==> src/rtl/ethmh_pkg.sv <==
// Purpose: Shared constants for the early threshold and multicast hash block
// Assumes: Avalon-MM slave, 32-bit data, one register per aligned word
// Notes:   Offsets are 16-bit bank offsets; byte address is four times the word index
package ethmh_pkg;

    // Register word indices within a bank; address bit 4 tells the two banks apart
    localparam logic [3:0] ETHMH_IDX_HASH0     = 4'h0;
    localparam logic [3:0] ETHMH_IDX_HASH1     = 4'h2;
    localparam logic [3:0] ETHMH_IDX_HASH2     = 4'h4;
    localparam logic [3:0] ETHMH_IDX_HASH3     = 4'h6;
    localparam logic [3:0] ETHMH_IDX_ETX       = 4'h8;
    localparam logic [3:0] ETHMH_IDX_ERX       = 4'ha;
    localparam logic [3:0] ETHMH_IDX_RXCTL     = 4'hc;
    localparam logic [3:0] ETHMH_IDX_STATUS    = 4'he;
    localparam logic       ETHMH_BANK_CTRL     = 1'b0;
    localparam logic       ETHMH_BANK_HASH     = 1'b1;
    localparam int         ETHMH_BANK_BIT      = 4;
    localparam int         ETHMH_ADDR_W        = 5;

    localparam int         ETHMH_EN_BIT        = 7;
    localparam int         ETHMH_TH_MSB        = 4;
    localparam int         ETHMH_TH_W          = 5;
    localparam int         ETHMH_RXALL_BIT     = 0;
    localparam int         ETHMH_RXMC_BIT      = 1;
    localparam int         ETHMH_UNIT_SHIFT    = 6;

    localparam logic [4:0]  ETHMH_ETX_TH_RST   = 5'h00;
    localparam logic [4:0]  ETHMH_ERX_TH_RST   = 5'h1f;
    localparam logic [15:0] ETHMH_HASH_RST     = 16'h0000;
    localparam logic [31:0] ETHMH_CRC_POLY     = 32'h04c11db7;
    localparam logic [31:0] ETHMH_CRC_INIT     = 32'hffffffff;

endpackage : ethmh_pkg

==> src/rtl/ethmh_hash_if.sv <==
// Purpose: Carries a destination address to the hash unit and its index back
// Assumes: Single clock, combinational lookup
// Notes:   Owner side drives the address, hash side answers the index
`timescale 1ns/1ps
interface ethmh_hash_if;
    logic [47:0] dest_addr;
    logic [5:0]  hash_index;
    modport owner (output dest_addr, input hash_index);
    modport hasher (input dest_addr, output hash_index);
endinterface : ethmh_hash_if

==> src/rtl/ethmh_crc_hash.sv <==
// Purpose: CRC-32 hash of a 48-bit destination address
// Assumes: Address bytes in wire order, first byte in bits 7:0, each byte sent LSB first
// Notes:   Purely combinational; the loop unrolls into an xor tree
`timescale 1ns/1ps
module ethmh_crc_hash
    import ethmh_pkg::*;
(
    ethmh_hash_if.hasher hif // Address in, index out
);
    function automatic logic [31:0] ethmh_crc48(input logic [47:0] addr);
        logic [31:0] crc;
        logic        fb;
        crc = ETHMH_CRC_INIT;
        for (int i = 0; i < 48; i++) begin
            fb  = crc[31] ^ addr[i];
            crc = {crc[30:0], 1'b0} ^ (fb ? ETHMH_CRC_POLY : 32'h00000000);
        end
        return crc;
    endfunction : ethmh_crc48

    wire [31:0] crc_val = ethmh_crc48(hif.dest_addr);

    assign hif.hash_index = crc_val[31:26];
endmodule : ethmh_crc_hash

==> src/rtl/ethmh_top.sv <==
// Purpose: Early transmit/receive thresholds and multicast hash filter of an Ethernet MAC
// Assumes: Avalon-MM slave, one wait state on every access; queue logic pulses once per byte written
// Notes:   Bank bit in address picks the control bank or the hash table bank
// Notes on behaviour
// - Early transmit works only while its enable bit 7 is one.
// - Transmit starts once written bytes exceed threshold times 64.
// - Early receive works only while its enable bit 7 is one.
// - Early receive status and interrupt rise once bytes exceed threshold times 64.
// - Receive threshold resets to all ones; zero while enabled is undefined.
// - Hash table is 64 bits in four 16-bit words, reset to zero.
// - Hash index is the top six CRC bits over the destination address.
// - Index top two bits pick the word, low four pick the bit.
// - Multicast frame with its table bit set is accepted.
// - Multicast frame with its table bit clear is dropped.
// - Receive-all or receive-all-multicast flag accepts every multicast frame.
// - Words two and three sit at offsets 0x04 and 0x06 of the hash bank.
//
// The Avalon-MM slave port is this design's own decision.
`timescale 1ns/1ps
module ethmh_top
    import ethmh_pkg::*;
#(
    parameter int CNT_W = 11 // Width of per-frame byte counters
) (
    input  wire logic                    clk,               // 200 MHz clock
    input  wire logic                    rstn,              // Synchronous reset, active low
    input  wire logic [ETHMH_ADDR_W-1:0] avs_address,       // Word address, bit 4 selects bank
    input  wire logic                    avs_read,          // Read request
    input  wire logic                    avs_write,         // Write request
    input  wire logic [31:0]             avs_writedata,     // Write data, low 16 bits used
    input  wire logic [3:0]              avs_byteenable,    // Byte lanes
    output logic [31:0]                  avs_readdata,      // Read data
    output logic                         avs_waitrequest,   // Stall until access done
    input  wire logic                    tx_frame_start,    // Pulse, new transmit frame begins
    input  wire logic                    tx_byte_valid,     // Byte written into transmit memory
    output logic                         tx_early_start,    // Level, frame may go on the wire
    input  wire logic                    rx_frame_start,    // Pulse, new receive frame begins
    input  wire logic                    rx_byte_valid,     // Byte written into receive memory
    input  wire logic                    rx_early_irq_en,   // Early receive interrupt enable
    output logic                         rx_early_status,   // Sticky early receive status
    output logic                         rx_early_irq,      // Early receive interrupt level
    input  wire logic                    da_valid,          // Pulse, destination address ready
    input  wire logic [47:0]             da_addr,           // Destination address
    output logic                         mc_decision_valid, // Pulse, verdict ready
    output logic                         mc_accept,         // Verdict: keep multicast frame
    output logic                         mc_drop            // Verdict: drop multicast frame
);
    // Register state
    logic                  etx_en_q;
    logic [ETHMH_TH_W-1:0] etx_th_q;
    logic                  erx_en_q;
    logic [ETHMH_TH_W-1:0] erx_th_q;
    logic                  rx_all_q;
    logic                  rx_mc_q;
    logic [15:0]           hash_q [4];

    // Frame counters and outputs
    logic [CNT_W-1:0]      tx_cnt_q;
    logic [CNT_W-1:0]      rx_cnt_q;
    logic                  tx_early_q;
    logic                  rx_status_q;
    logic                  rx_irq_q;
    logic                  dec_valid_q;
    logic                  accept_q;
    logic                  drop_q;
    logic                  ack_q;
    logic                  wait_q;
    logic [31:0]           rdata_q;

    // Bus decode
    wire        req        = (avs_read | avs_write) & ~ack_q;
    wire        wr_go      = avs_write & ack_q;
    wire        bank_hash  = avs_address[ETHMH_BANK_BIT] == ETHMH_BANK_HASH;
    wire [3:0]  idx        = avs_address[3:0];
    wire        sel_etx    = ~bank_hash & (idx == ETHMH_IDX_ETX);
    wire        sel_erx    = ~bank_hash & (idx == ETHMH_IDX_ERX);
    wire        sel_rxctl  = ~bank_hash & (idx == ETHMH_IDX_RXCTL);
    wire        sel_stat   = ~bank_hash & (idx == ETHMH_IDX_STATUS);
    wire [3:0]  sel_hash;
    wire        be_lo      = avs_byteenable[0];
    wire        be_hi      = avs_byteenable[1];
    wire        stat_clear = wr_go & sel_stat & be_lo & avs_writedata[0];
    wire        wr_etx     = wr_go & be_lo & sel_etx;
    wire        wr_erx     = wr_go & be_lo & sel_erx;
    wire        wr_rxctl   = wr_go & be_lo & sel_rxctl;

    // Hash bank word selects, one entry per table word
    localparam logic [3:0] HASH_IDX [4] = '{ETHMH_IDX_HASH0, ETHMH_IDX_HASH1, ETHMH_IDX_HASH2, ETHMH_IDX_HASH3};
    for (genvar w = 0; w < 4; w++) begin : g_hash_sel
        assign sel_hash[w] = bank_hash & (idx == HASH_IDX[w]);
    end

    // Threshold comparisons in 64-byte units
    // A zero threshold lets the first byte fire the flag; the host must avoid it
    wire [CNT_W-1:0] etx_limit = CNT_W'({etx_th_q, ETHMH_UNIT_SHIFT'(0)});
    wire [CNT_W-1:0] erx_limit = CNT_W'({erx_th_q, ETHMH_UNIT_SHIFT'(0)});
    wire tx_cross = etx_en_q & (tx_cnt_q > etx_limit);
    wire rx_cross = erx_en_q & (rx_cnt_q > erx_limit);

    // Hash lookup
    ethmh_hash_if hif ();
    assign hif.dest_addr = da_addr;
    ethmh_crc_hash u_hash (
        .hif (hif)
    );
    wire [1:0]  hw_sel   = hif.hash_index[5:4];
    wire [3:0]  hb_sel   = hif.hash_index[3:0];
    wire [15:0] hw_word  = hash_q[hw_sel];
    wire        hash_hit = hw_word[hb_sel];
    wire        bypass   = rx_all_q | rx_mc_q;
    wire        keep     = bypass | hash_hit;

    // Read mux
    wire [15:0] etx_rd  = {8'h00, etx_en_q, 2'b00, etx_th_q};
    wire [15:0] erx_rd  = {8'h00, erx_en_q, 2'b00, erx_th_q};
    wire [15:0] ctl_rd  = {14'h0000, rx_mc_q, rx_all_q};
    wire [15:0] stat_rd = {13'h0000, rx_irq_q, tx_early_q, rx_status_q};
    wire [15:0] rd_mux  = sel_etx      ? etx_rd :
                          sel_erx      ? erx_rd :
                          sel_rxctl    ? ctl_rd :
                          sel_stat     ? stat_rd :
                          sel_hash[0]  ? hash_q[0] :
                          sel_hash[1]  ? hash_q[1] :
                          sel_hash[2]  ? hash_q[2] :
                          sel_hash[3]  ? hash_q[3] : 16'h0000;

    // Bus handshake: first cycle stalls, second completes
    // The wait flag has its own flop so the port is a register, not an inverter
    always_ff @(posedge clk) begin
        if (!rstn) begin
            ack_q  <= 1'b0;
            wait_q <= 1'b1;
        end else begin
            ack_q  <= req;
            wait_q <= ~req;
        end
    end

    // Read data is caught at the stalling edge and stands until the next access
    always_ff @(posedge clk) begin
        if (!rstn) begin
            rdata_q <= 32'h00000000;
        end else if (req) begin
            rdata_q <= {16'h0000, rd_mux};
        end
    end

    // Early transmit control; reserved bits are not stored and read back as zero
    always_ff @(posedge clk) begin
        if (!rstn) begin
            etx_en_q <= 1'b0;
            etx_th_q <= ETHMH_ETX_TH_RST;
        end else if (wr_etx) begin
            etx_en_q <= avs_writedata[ETHMH_EN_BIT];
            etx_th_q <= avs_writedata[ETHMH_TH_MSB:0];
        end
    end

    // Early receive control; a zero threshold while enabled is not trapped
    always_ff @(posedge clk) begin
        if (!rstn) begin
            erx_en_q <= 1'b0;
            erx_th_q <= ETHMH_ERX_TH_RST;
        end else if (wr_erx) begin
            erx_en_q <= avs_writedata[ETHMH_EN_BIT];
            erx_th_q <= avs_writedata[ETHMH_TH_MSB:0];
        end
    end

    // Receive control flags that bypass the hash table
    always_ff @(posedge clk) begin
        if (!rstn) begin
            rx_all_q <= 1'b0;
            rx_mc_q  <= 1'b0;
        end else if (wr_rxctl) begin
            rx_all_q <= avs_writedata[ETHMH_RXALL_BIT];
            rx_mc_q  <= avs_writedata[ETHMH_RXMC_BIT];
        end
    end

    // Hash table words, one per generate entry
    for (genvar w = 0; w < 4; w++) begin : g_hash
        always_ff @(posedge clk) begin
            if (!rstn) begin
                hash_q[w] <= ETHMH_HASH_RST;
            end else if (wr_go && sel_hash[w]) begin
                if (be_lo) hash_q[w][7:0]  <= avs_writedata[7:0];
                if (be_hi) hash_q[w][15:8] <= avs_writedata[15:8];
            end
        end
    end

    // Transmit side byte count; saturates so a long frame cannot wrap below the limit
    always_ff @(posedge clk) begin
        if (!rstn) begin
            tx_cnt_q <= '0;
        end else if (tx_frame_start) begin
            tx_cnt_q <= '0;
        end else if (tx_byte_valid && tx_cnt_q != '1) begin
            tx_cnt_q <= tx_cnt_q + CNT_W'(1);
        end
    end

    // Early start holds until the next frame begins
    always_ff @(posedge clk) begin
        if (!rstn) begin
            tx_early_q <= 1'b0;
        end else if (tx_frame_start) begin
            tx_early_q <= 1'b0;
        end else begin
            tx_early_q <= tx_early_q | tx_cross;
        end
    end

    // Receive side byte count
    always_ff @(posedge clk) begin
        if (!rstn) begin
            rx_cnt_q <= '0;
        end else if (rx_frame_start) begin
            rx_cnt_q <= '0;
        end else if (rx_byte_valid && rx_cnt_q != '1) begin
            rx_cnt_q <= rx_cnt_q + CNT_W'(1);
        end
    end

    // Early receive status is sticky; set wins over a software clear in the same cycle
    wire rx_status_d = rx_cross | (rx_status_q & ~stat_clear);
    always_ff @(posedge clk) begin
        if (!rstn) begin
            rx_status_q <= 1'b0;
        end else begin
            rx_status_q <= rx_status_d;
        end
    end

    // Interrupt follows the status it will show, gated by its enable
    always_ff @(posedge clk) begin
        if (!rstn) begin
            rx_irq_q <= 1'b0;
        end else begin
            rx_irq_q <= rx_status_d & rx_early_irq_en;
        end
    end

    // Filter verdict; accept and drop hold until the next address
    always_ff @(posedge clk) begin
        if (!rstn) begin
            dec_valid_q <= 1'b0;
            accept_q    <= 1'b0;
            drop_q      <= 1'b0;
        end else begin
            dec_valid_q <= da_valid;
            if (da_valid) begin
                accept_q <= keep;
                drop_q   <= ~keep;
            end
        end
    end

    assign avs_readdata      = rdata_q;
    assign avs_waitrequest   = wait_q;
    assign tx_early_start    = tx_early_q;
    assign rx_early_status   = rx_status_q;
    assign rx_early_irq      = rx_irq_q;
    assign mc_decision_valid = dec_valid_q;
    assign mc_accept         = accept_q;
    assign mc_drop           = drop_q;

endmodule : ethmh_top

==> config.mk <==
export PLATFORM = sky130hd
export DESIGN_NAME = ethmh_top
export DESIGN_NICKNAME = d
export VERILOG_FILES = /design/src/rtl/ethmh_pkg.sv /design/src/rtl/ethmh_hash_if.sv /design/src/rtl/ethmh_crc_hash.sv /design/src/rtl/ethmh_top.sv
export SDC_FILE = /design/constraint.sdc
export NUM_CORES = 1
export LEC_CHECK = 0
export BUFFER_PORTS_ARGS = -buffer_cell sky130_fd_sc_hd__buf_2
export CAP_MARGIN = 30
export CELL_PAD_IN_SITES_DETAIL_PLACEMENT = 1
export CELL_PAD_IN_SITES_GLOBAL_PLACEMENT = 1
export CORE_MARGIN = 4
export CORE_UTILIZATION = 45
export CTS_BUF_LIST = sky130_fd_sc_hd__clkbuf_4
export CTS_CLUSTER_DIAMETER = 30
export DETAILED_ROUTE_END_ITERATION = 10
export GPL_TIMING_DRIVEN = 0
export MAX_ROUTING_LAYER = met4
export PLACE_DENSITY = 0.78
export SLEW_MARGIN = 10
export SYNTH_ARGS = -nofsm -noshare
export SYNTH_HDL_FRONTEND = slang
export SYNTH_SLANG_ARGS = --single-unit
==> constraint.sdc <==
create_clock -name clk -period 6.9 [get_ports clk]
set_input_delay 0.69 -clock clk [delete_from_list [all_inputs] [get_ports clk]]
set_output_delay 0.69 -clock clk [all_outputs]
set_load 0.02 [all_outputs]
After elaboration in Yosys (flattened, before gate mapping) --
Memory sizes are Yosys's and may differ from the RTL's. Index checks and enable logic that the tools add are counted.
Storage, ports and cells: bits in registers 60, bits in latches 0, memory bits (writable) 64, bits in read-only memories 0, input port bits 99, output and inout port bits 39, word-level logic and storage cells 269, memories 1
Memories:
- hash_q | depth 4, bits a word 16, read ports 5, clocked after memory_dff 0, wr ports 4, line ethmh_top.sv:55 | logic [15:0] hash_q [4];
Operators by class: add/sub/neg operators 2, $mul 0, div/mod/pow operators 0, $lt $le $gt $ge 3, equality and inequality tests 9, shifts and indexed selects 0, multiplexer cells 93, bitwise operators 135, reductions and logical operators 9
Operators with widths (count):
- XOR 32 bit | 47
- two-way mux 27 bit | 48
- two-way mux 16 bit | 8
- two-way mux 8 bit | 8
- XOR 1 bit | 47
- inverter 31 bit | 1
- two-way mux 1 bit | 28
- adder 11 x 1 -> 11 bit (second input constant) | 2
- greater-than comparator 11 bit | 2
- != test 11 bit (second input constant) | 2
- AND 1 bit | 21
- == test 4 bit (second input constant) | 4
- bitwise OR 1 bit | 13
- == test 4 x 3 -> 1 bit (second input constant) | 2
- logical AND 1 bit | 6
- inverter 1 bit | 6
- < comparator 4 x 5 -> 1 bit (second input constant) | 1
- binary-select mux 1 bit (select 4 bit) | 1
- == test 4 x 2 -> 1 bit (second input constant) | 1
- zero test 4 bit | 1
- OR reduction 2 bit | 2

Longest topological paths before layout --
An unclocked memory read counts as a cell.
depth after elaboration 148, gate-level depth with buffers 17

Cells and area by module --
From an unflattened synthesis, not the netlist that was laid out.
Unflattened totals: cell total of the unflattened synthesis 791, area total of the unflattened synthesis 8938.6 sq um
By module, submodules not included:
- ethmh_top | times used 1, cells an instance 591, area an instance 6296.0 sq um
- ethmh_crc_hash | times used 1, cells an instance 200, area an instance 2642.5 sq um

Worst setup path before layout --
OpenSTA, ideal clock, no wires.
kind in2reg, start in da_addr[0], end reg accept_q, in the netlist mc_accept, library setup time 0.059 ns, arrival time 4.713 ns, data required time 6.841 ns, setup slack 2.129 ns, stages 16, buffers on the path 2, path through buf_4 > xnor3_2 > xnor3_1 > xnor3_1 > xnor3_1 > xor2_1 > xnor3_2 > xor2_4 > buf_8 > mux2i_1 > a22o_1 > a221oi_1 > mux2i_1 > mux2_2 > o2111ai_2 > o211a_1
On the way: word-level cells in the longest chain between the ends 67, elaborated cells on any way between the ends 123
Ends and longest elaborated chain:
- from (decl) | line ethmh_top.sv:43 | input wire logic [47:0] da_addr,
- two-way mux 27 bit (*) | line ethmh_crc_hash.sv:16 | crc = {crc[30:0], 1'b0} ^ (fb ? ETHMH_CRC_POLY : 32'h00000000);
- inverter 31 bit (no line)
- XOR 32 bit (*) (5 in series) | line ethmh_crc_hash.sv:16
- XOR 1 bit | line ethmh_crc_hash.sv:15 | fb = crc[31] ^ addr[i];
- two-way mux 27 bit | line ethmh_crc_hash.sv:16
- XOR 32 bit (*) (6 in series) | line ethmh_crc_hash.sv:16
- XOR 1 bit | line ethmh_crc_hash.sv:15
- two-way mux 27 bit | line ethmh_crc_hash.sv:16
- (+32 left out)
- XOR 32 bit (*) (6 in series) | line ethmh_crc_hash.sv:16
- XOR 1 bit | line ethmh_crc_hash.sv:15
- two-way mux 27 bit | line ethmh_crc_hash.sv:16
- XOR 32 bit (*) (6 in series) | line ethmh_crc_hash.sv:16
- memory (4 x 16 bit)
- binary-select mux 1 bit (select 4 bit) (*) | line ethmh_top.sv:109 | wire hash_hit = hw_word[hb_sel];
- two-way mux 1 bit (not written as such) (*) | line ethmh_top.sv:109
- bitwise OR 1 bit (*) | line ethmh_top.sv:111 | wire keep = bypass | hash_hit;
- to (signal assigned) | line ethmh_top.sv:254 | accept_q <= keep;
- to (decl) | line ethmh_top.sv:64 | logic accept_q;
Every way passes the cells marked *; elsewhere a longest branch is shown, timed or not. The select of a mux whose other input is x is not followed. A chain may end at the register's enable or synchronous reset.

Final worst setup path --
start in da_addr[5], end reg accept_q, in the netlist mc_accept
On the way: word-level cells in the longest chain between the ends 62, elaborated cells on any way between the ends 109
Ends and longest elaborated chain (line):
- XOR 1 bit (*) | ethmh_crc_hash.sv:15
- two-way mux 27 bit (*) | ethmh_crc_hash.sv:16
- XOR 32 bit (*) (6 in series) | ethmh_crc_hash.sv:16
- XOR 1 bit | ethmh_crc_hash.sv:15
- two-way mux 27 bit | ethmh_crc_hash.sv:16
- XOR 32 bit (*) (6 in series) | ethmh_crc_hash.sv:16
- XOR 1 bit | ethmh_crc_hash.sv:15
- two-way mux 27 bit | ethmh_crc_hash.sv:16
- (+31 left out)
- two-way mux 27 bit | ethmh_crc_hash.sv:16
- XOR 32 bit (*) (6 in series) | ethmh_crc_hash.sv:16
- XOR 1 bit | ethmh_crc_hash.sv:15
- two-way mux 27 bit | ethmh_crc_hash.sv:16
- XOR 32 bit (*) | ethmh_crc_hash.sv:16
- binary-select mux 1 bit (select 4 bit) (*) | ethmh_top.sv:109
- two-way mux 1 bit (not written as such) (*) | ethmh_top.sv:109
- bitwise OR 1 bit (*) | ethmh_top.sv:111
Marked as above.

==> impl_metrics.yaml <==
setup_path:
  rr_worst_depth: 5
  r2r_slack_ns: 4.82
  reg2reg_from: "ack_q$_SDFF_PN0_"
  cp_common_cell: "xnor3_1"
  worst_setup_path_end_kind: "flip-flop"
  critPathLaunchType: "input port"
  slowest_delay_ns: 0.46
  path_class: "input port to flip-flop"
  crit_fanout: 10
  worst-path-buf-inv: 3
  cp.arrival_ns: 5.26
  crit_chain: "buf_4 > xnor3_2 > xnor3_1 > xnor3_1 > xnor3_1 > xor2_1 > xnor3_2 > xor2_4 > buf_8 > buf_6 > mux2i_1 > a221oi_1 > o211a_1 > o21ai_1 > o2111ai_2 > o211a_1"
  cp.required_ns: 7.33
  r2r-end: "avs_readdata[14]$_SDFFE_PN0P_"
  path_delay_family: "XOR/XNOR gates"
  crit_slowest_cell: "xnor3_2"
logic_synthesis:
  synth.top_cell.area_share: 0.232
  synth_most_common_cell: "xnor2_1"
  synthTopCellsByArea: "edfxtp_1 (23%), dfxtp_1 (14%), xnor2_1 (12%)"
  ys_seq_area_frac: 0.376
  synth_edf_count: 64
  ys_types: 49
  ys.flop_type: "edfxtp_1"
  async_flop_share: 0
  synth-seq-cells: 124
  syn_avg_cell_area_um2: 10.8
  synth_common_cells: "xnor2_1 (113), and2_1 (69), edfxtp_1 (64)"
  yosysWarnings: 0
  synthCells: 770
  syn_area_um2: 8300
  yosysTopAreaCell: "edfxtp_1"
timing:
  rsz0062_at_grt: "no"
  fmax_mhz: 207
  max_slew_margin: 0.361
  period_needed_ns: 4.82
  max_slew.worst_pin.slew_ns: 0.951
  min_period_over_period: 0.699
  final_hold_viol_count: 0
  final-setup-viol-count: 0
  tns_ns: 0
  finalMaxSlewViolations: 0
  clock_skew_ns: 0.0149
finish:
  syn2layout_area_growth_pct: 13.4
  fillCellCount: 2031
  multi_input_area_um2: 4900
  regArea_um2: 3120
  layout-drive-gt1-share: 0.184
  fin_nets: 1016
  fin_cells: 1147
floorplanning:
  initial_utilization: 0.460
  rows: 49
  die_h_um: 144
  die-area_um2: 20700
  pin_count: 138
  die_x_um: 144
  core_um2: 18000
cts:
  cts_tree: "yes"
  numCtsBuffers: 17
  htreeDepth: 4
  cts-root-buf: "clkbuf_4"
  cts_buffer_depth: 2
  cts-hold-fix-buffers: 0
  cts_setup_buffers: 0
  clkSlewWorstSetupHoldPaths_ns: 0.10
  cts.sinks: 124
  cts_resized: 0
  clk_latency_ns: 0.54
global_route:
  grt_use_total: 0.237
  grt_pass1_vias: 6565
  grt_remaining_overflow: 0
  antenna_found_initial: 1
  grt_max_degree: 17
  grt_pass1_wl_um: 36100
hold_path:
  hold_depth: 2
  hp-start: "rx_early_irq_en"
  hold_end: "rx_early_irq$_SDFF_PN0_"
  holdCritPathClass: "input port to flip-flop"
routing:
  wl_um: 23400
  remaining_drc_errors: 0
  drt_first_pass_iters: 9
  drt-wirelength-per-cell_um: 20.4
  ant_nets: 0
  vias: 6280
  drt_iter0_drc: 598
  detail_route.vias_per_cell: 5.48
place:
  placedCellCount: 1113
  port_buffers: 92
  place.detailed.hpwl_um: 18600
  place_congestion: 0.903
flow_run:
  maxCapViolCount: 0
outcome:
  outcome: "complete, no violations"
## cell families after synthesis
| kind of cell | after synthesis | share of synthesized area |
|---|---|---|
| compound gates | 107 | 0.0967 |
| xor+xnor | 193 | 0.277 |
| simple gates | 229 | 0.139 |
| buf+inv | 61 | 0.0404 |
| fa+ha+maj | 14 | 0.0211 |
| flops | 124 | 0.376 |
| other cells | 1 | 0.000452 |
| mux | 41 | 0.0496 |
## cell type report
type,count,share of cell area
plain buffers,45,0.0293
flip-flops and latches,124,0.332
clock buffers,21,0.0168
diodes,2,0.000532
inverters,16,0.00638
repair buffers,99,0.0535
multi-input cells,600,0.520
clock inverters,11,0.0109
well taps,229,0.0305
## stage by stage
step                hold WS [ns]  utilization  instance area, um2  worst slack, ns
floorplan                  0.441            -                8350             2.13
global placement           0.435        0.505                9100             1.58
detailed placement         0.437        0.507                9140             1.53
finish                     0.357        0.522                9410             2.08
global route               0.320        0.522                9410             1.89
CTS                        0.314        0.522                9400             2.11
## cell usage in the layout (no fill, tap or decap), types with 8 or more instances in the layout
master,n
clkbuf_4,21
a221oi_1,8
buf_4,23
a222oi_1,17
a22o_1,20
conb_1,16
inv_1,16
xor2_1,35
clkbuf_1,18
nand3_1,26
dfxtp_1,60
nand2_1,44
nand2b_1,8
a22oi_1,8
buf_2,100
mux2i_1,40
a21oi_1,20
edfxtp_1,64
and2_1,69
xnor2_1,113
nor2_1,55
ha_1,14
xnor3_1,30
o21ai_0,13
## worst reg2reg max path: stages (launching register included)
cell and delay (ns):
dfxtp_1 0.52, o21bai_1 0.17, and2_1 0.14, clkbuf_1 0.40, clkbuf_1 0.56, a22o_1 0.25
## layer usage
metal  share of wire  up-vias  wire length [um]  global-route usage
li1                -     2957                 -                   -
met1            0.41     3027              9520               0.286
met2            0.49      246             11500               0.397
met3           0.071       50              1670              0.0466
met4           0.030        0               709              0.0877
met5               0        -                 0                   -
## state kept, by name (all words and copies together) (netlist names), 5 cells and up
name,count
tx_cnt_q,11
erx_th_q,5
etx_th_q,5
hash_q,64
rx_cnt_q,11
avs_readdata,16
## worst max path at each step
stage               depth (start not counted)                endpoint  startpoint  slack, ns
floorplan                                  16  mc_accept$_SDFFE_PN0P_  da_addr[0]       2.13
global placement                           17  mc_accept$_SDFFE_PN0P_  da_addr[5]       1.58
detailed placement                         16  mc_accept$_SDFFE_PN0P_  da_addr[5]       1.53
CTS                                        16  mc_accept$_SDFFE_PN0P_  da_addr[5]       2.11
global route                               16  mc_accept$_SDFFE_PN0P_  da_addr[1]       1.89
finish                                     16  mc_accept$_SDFFE_PN0P_  da_addr[5]       2.08
Power is left out: the tool's default activity adds up to more than one toggle a clock period on the data nets, which glitch-free logic cannot reach.
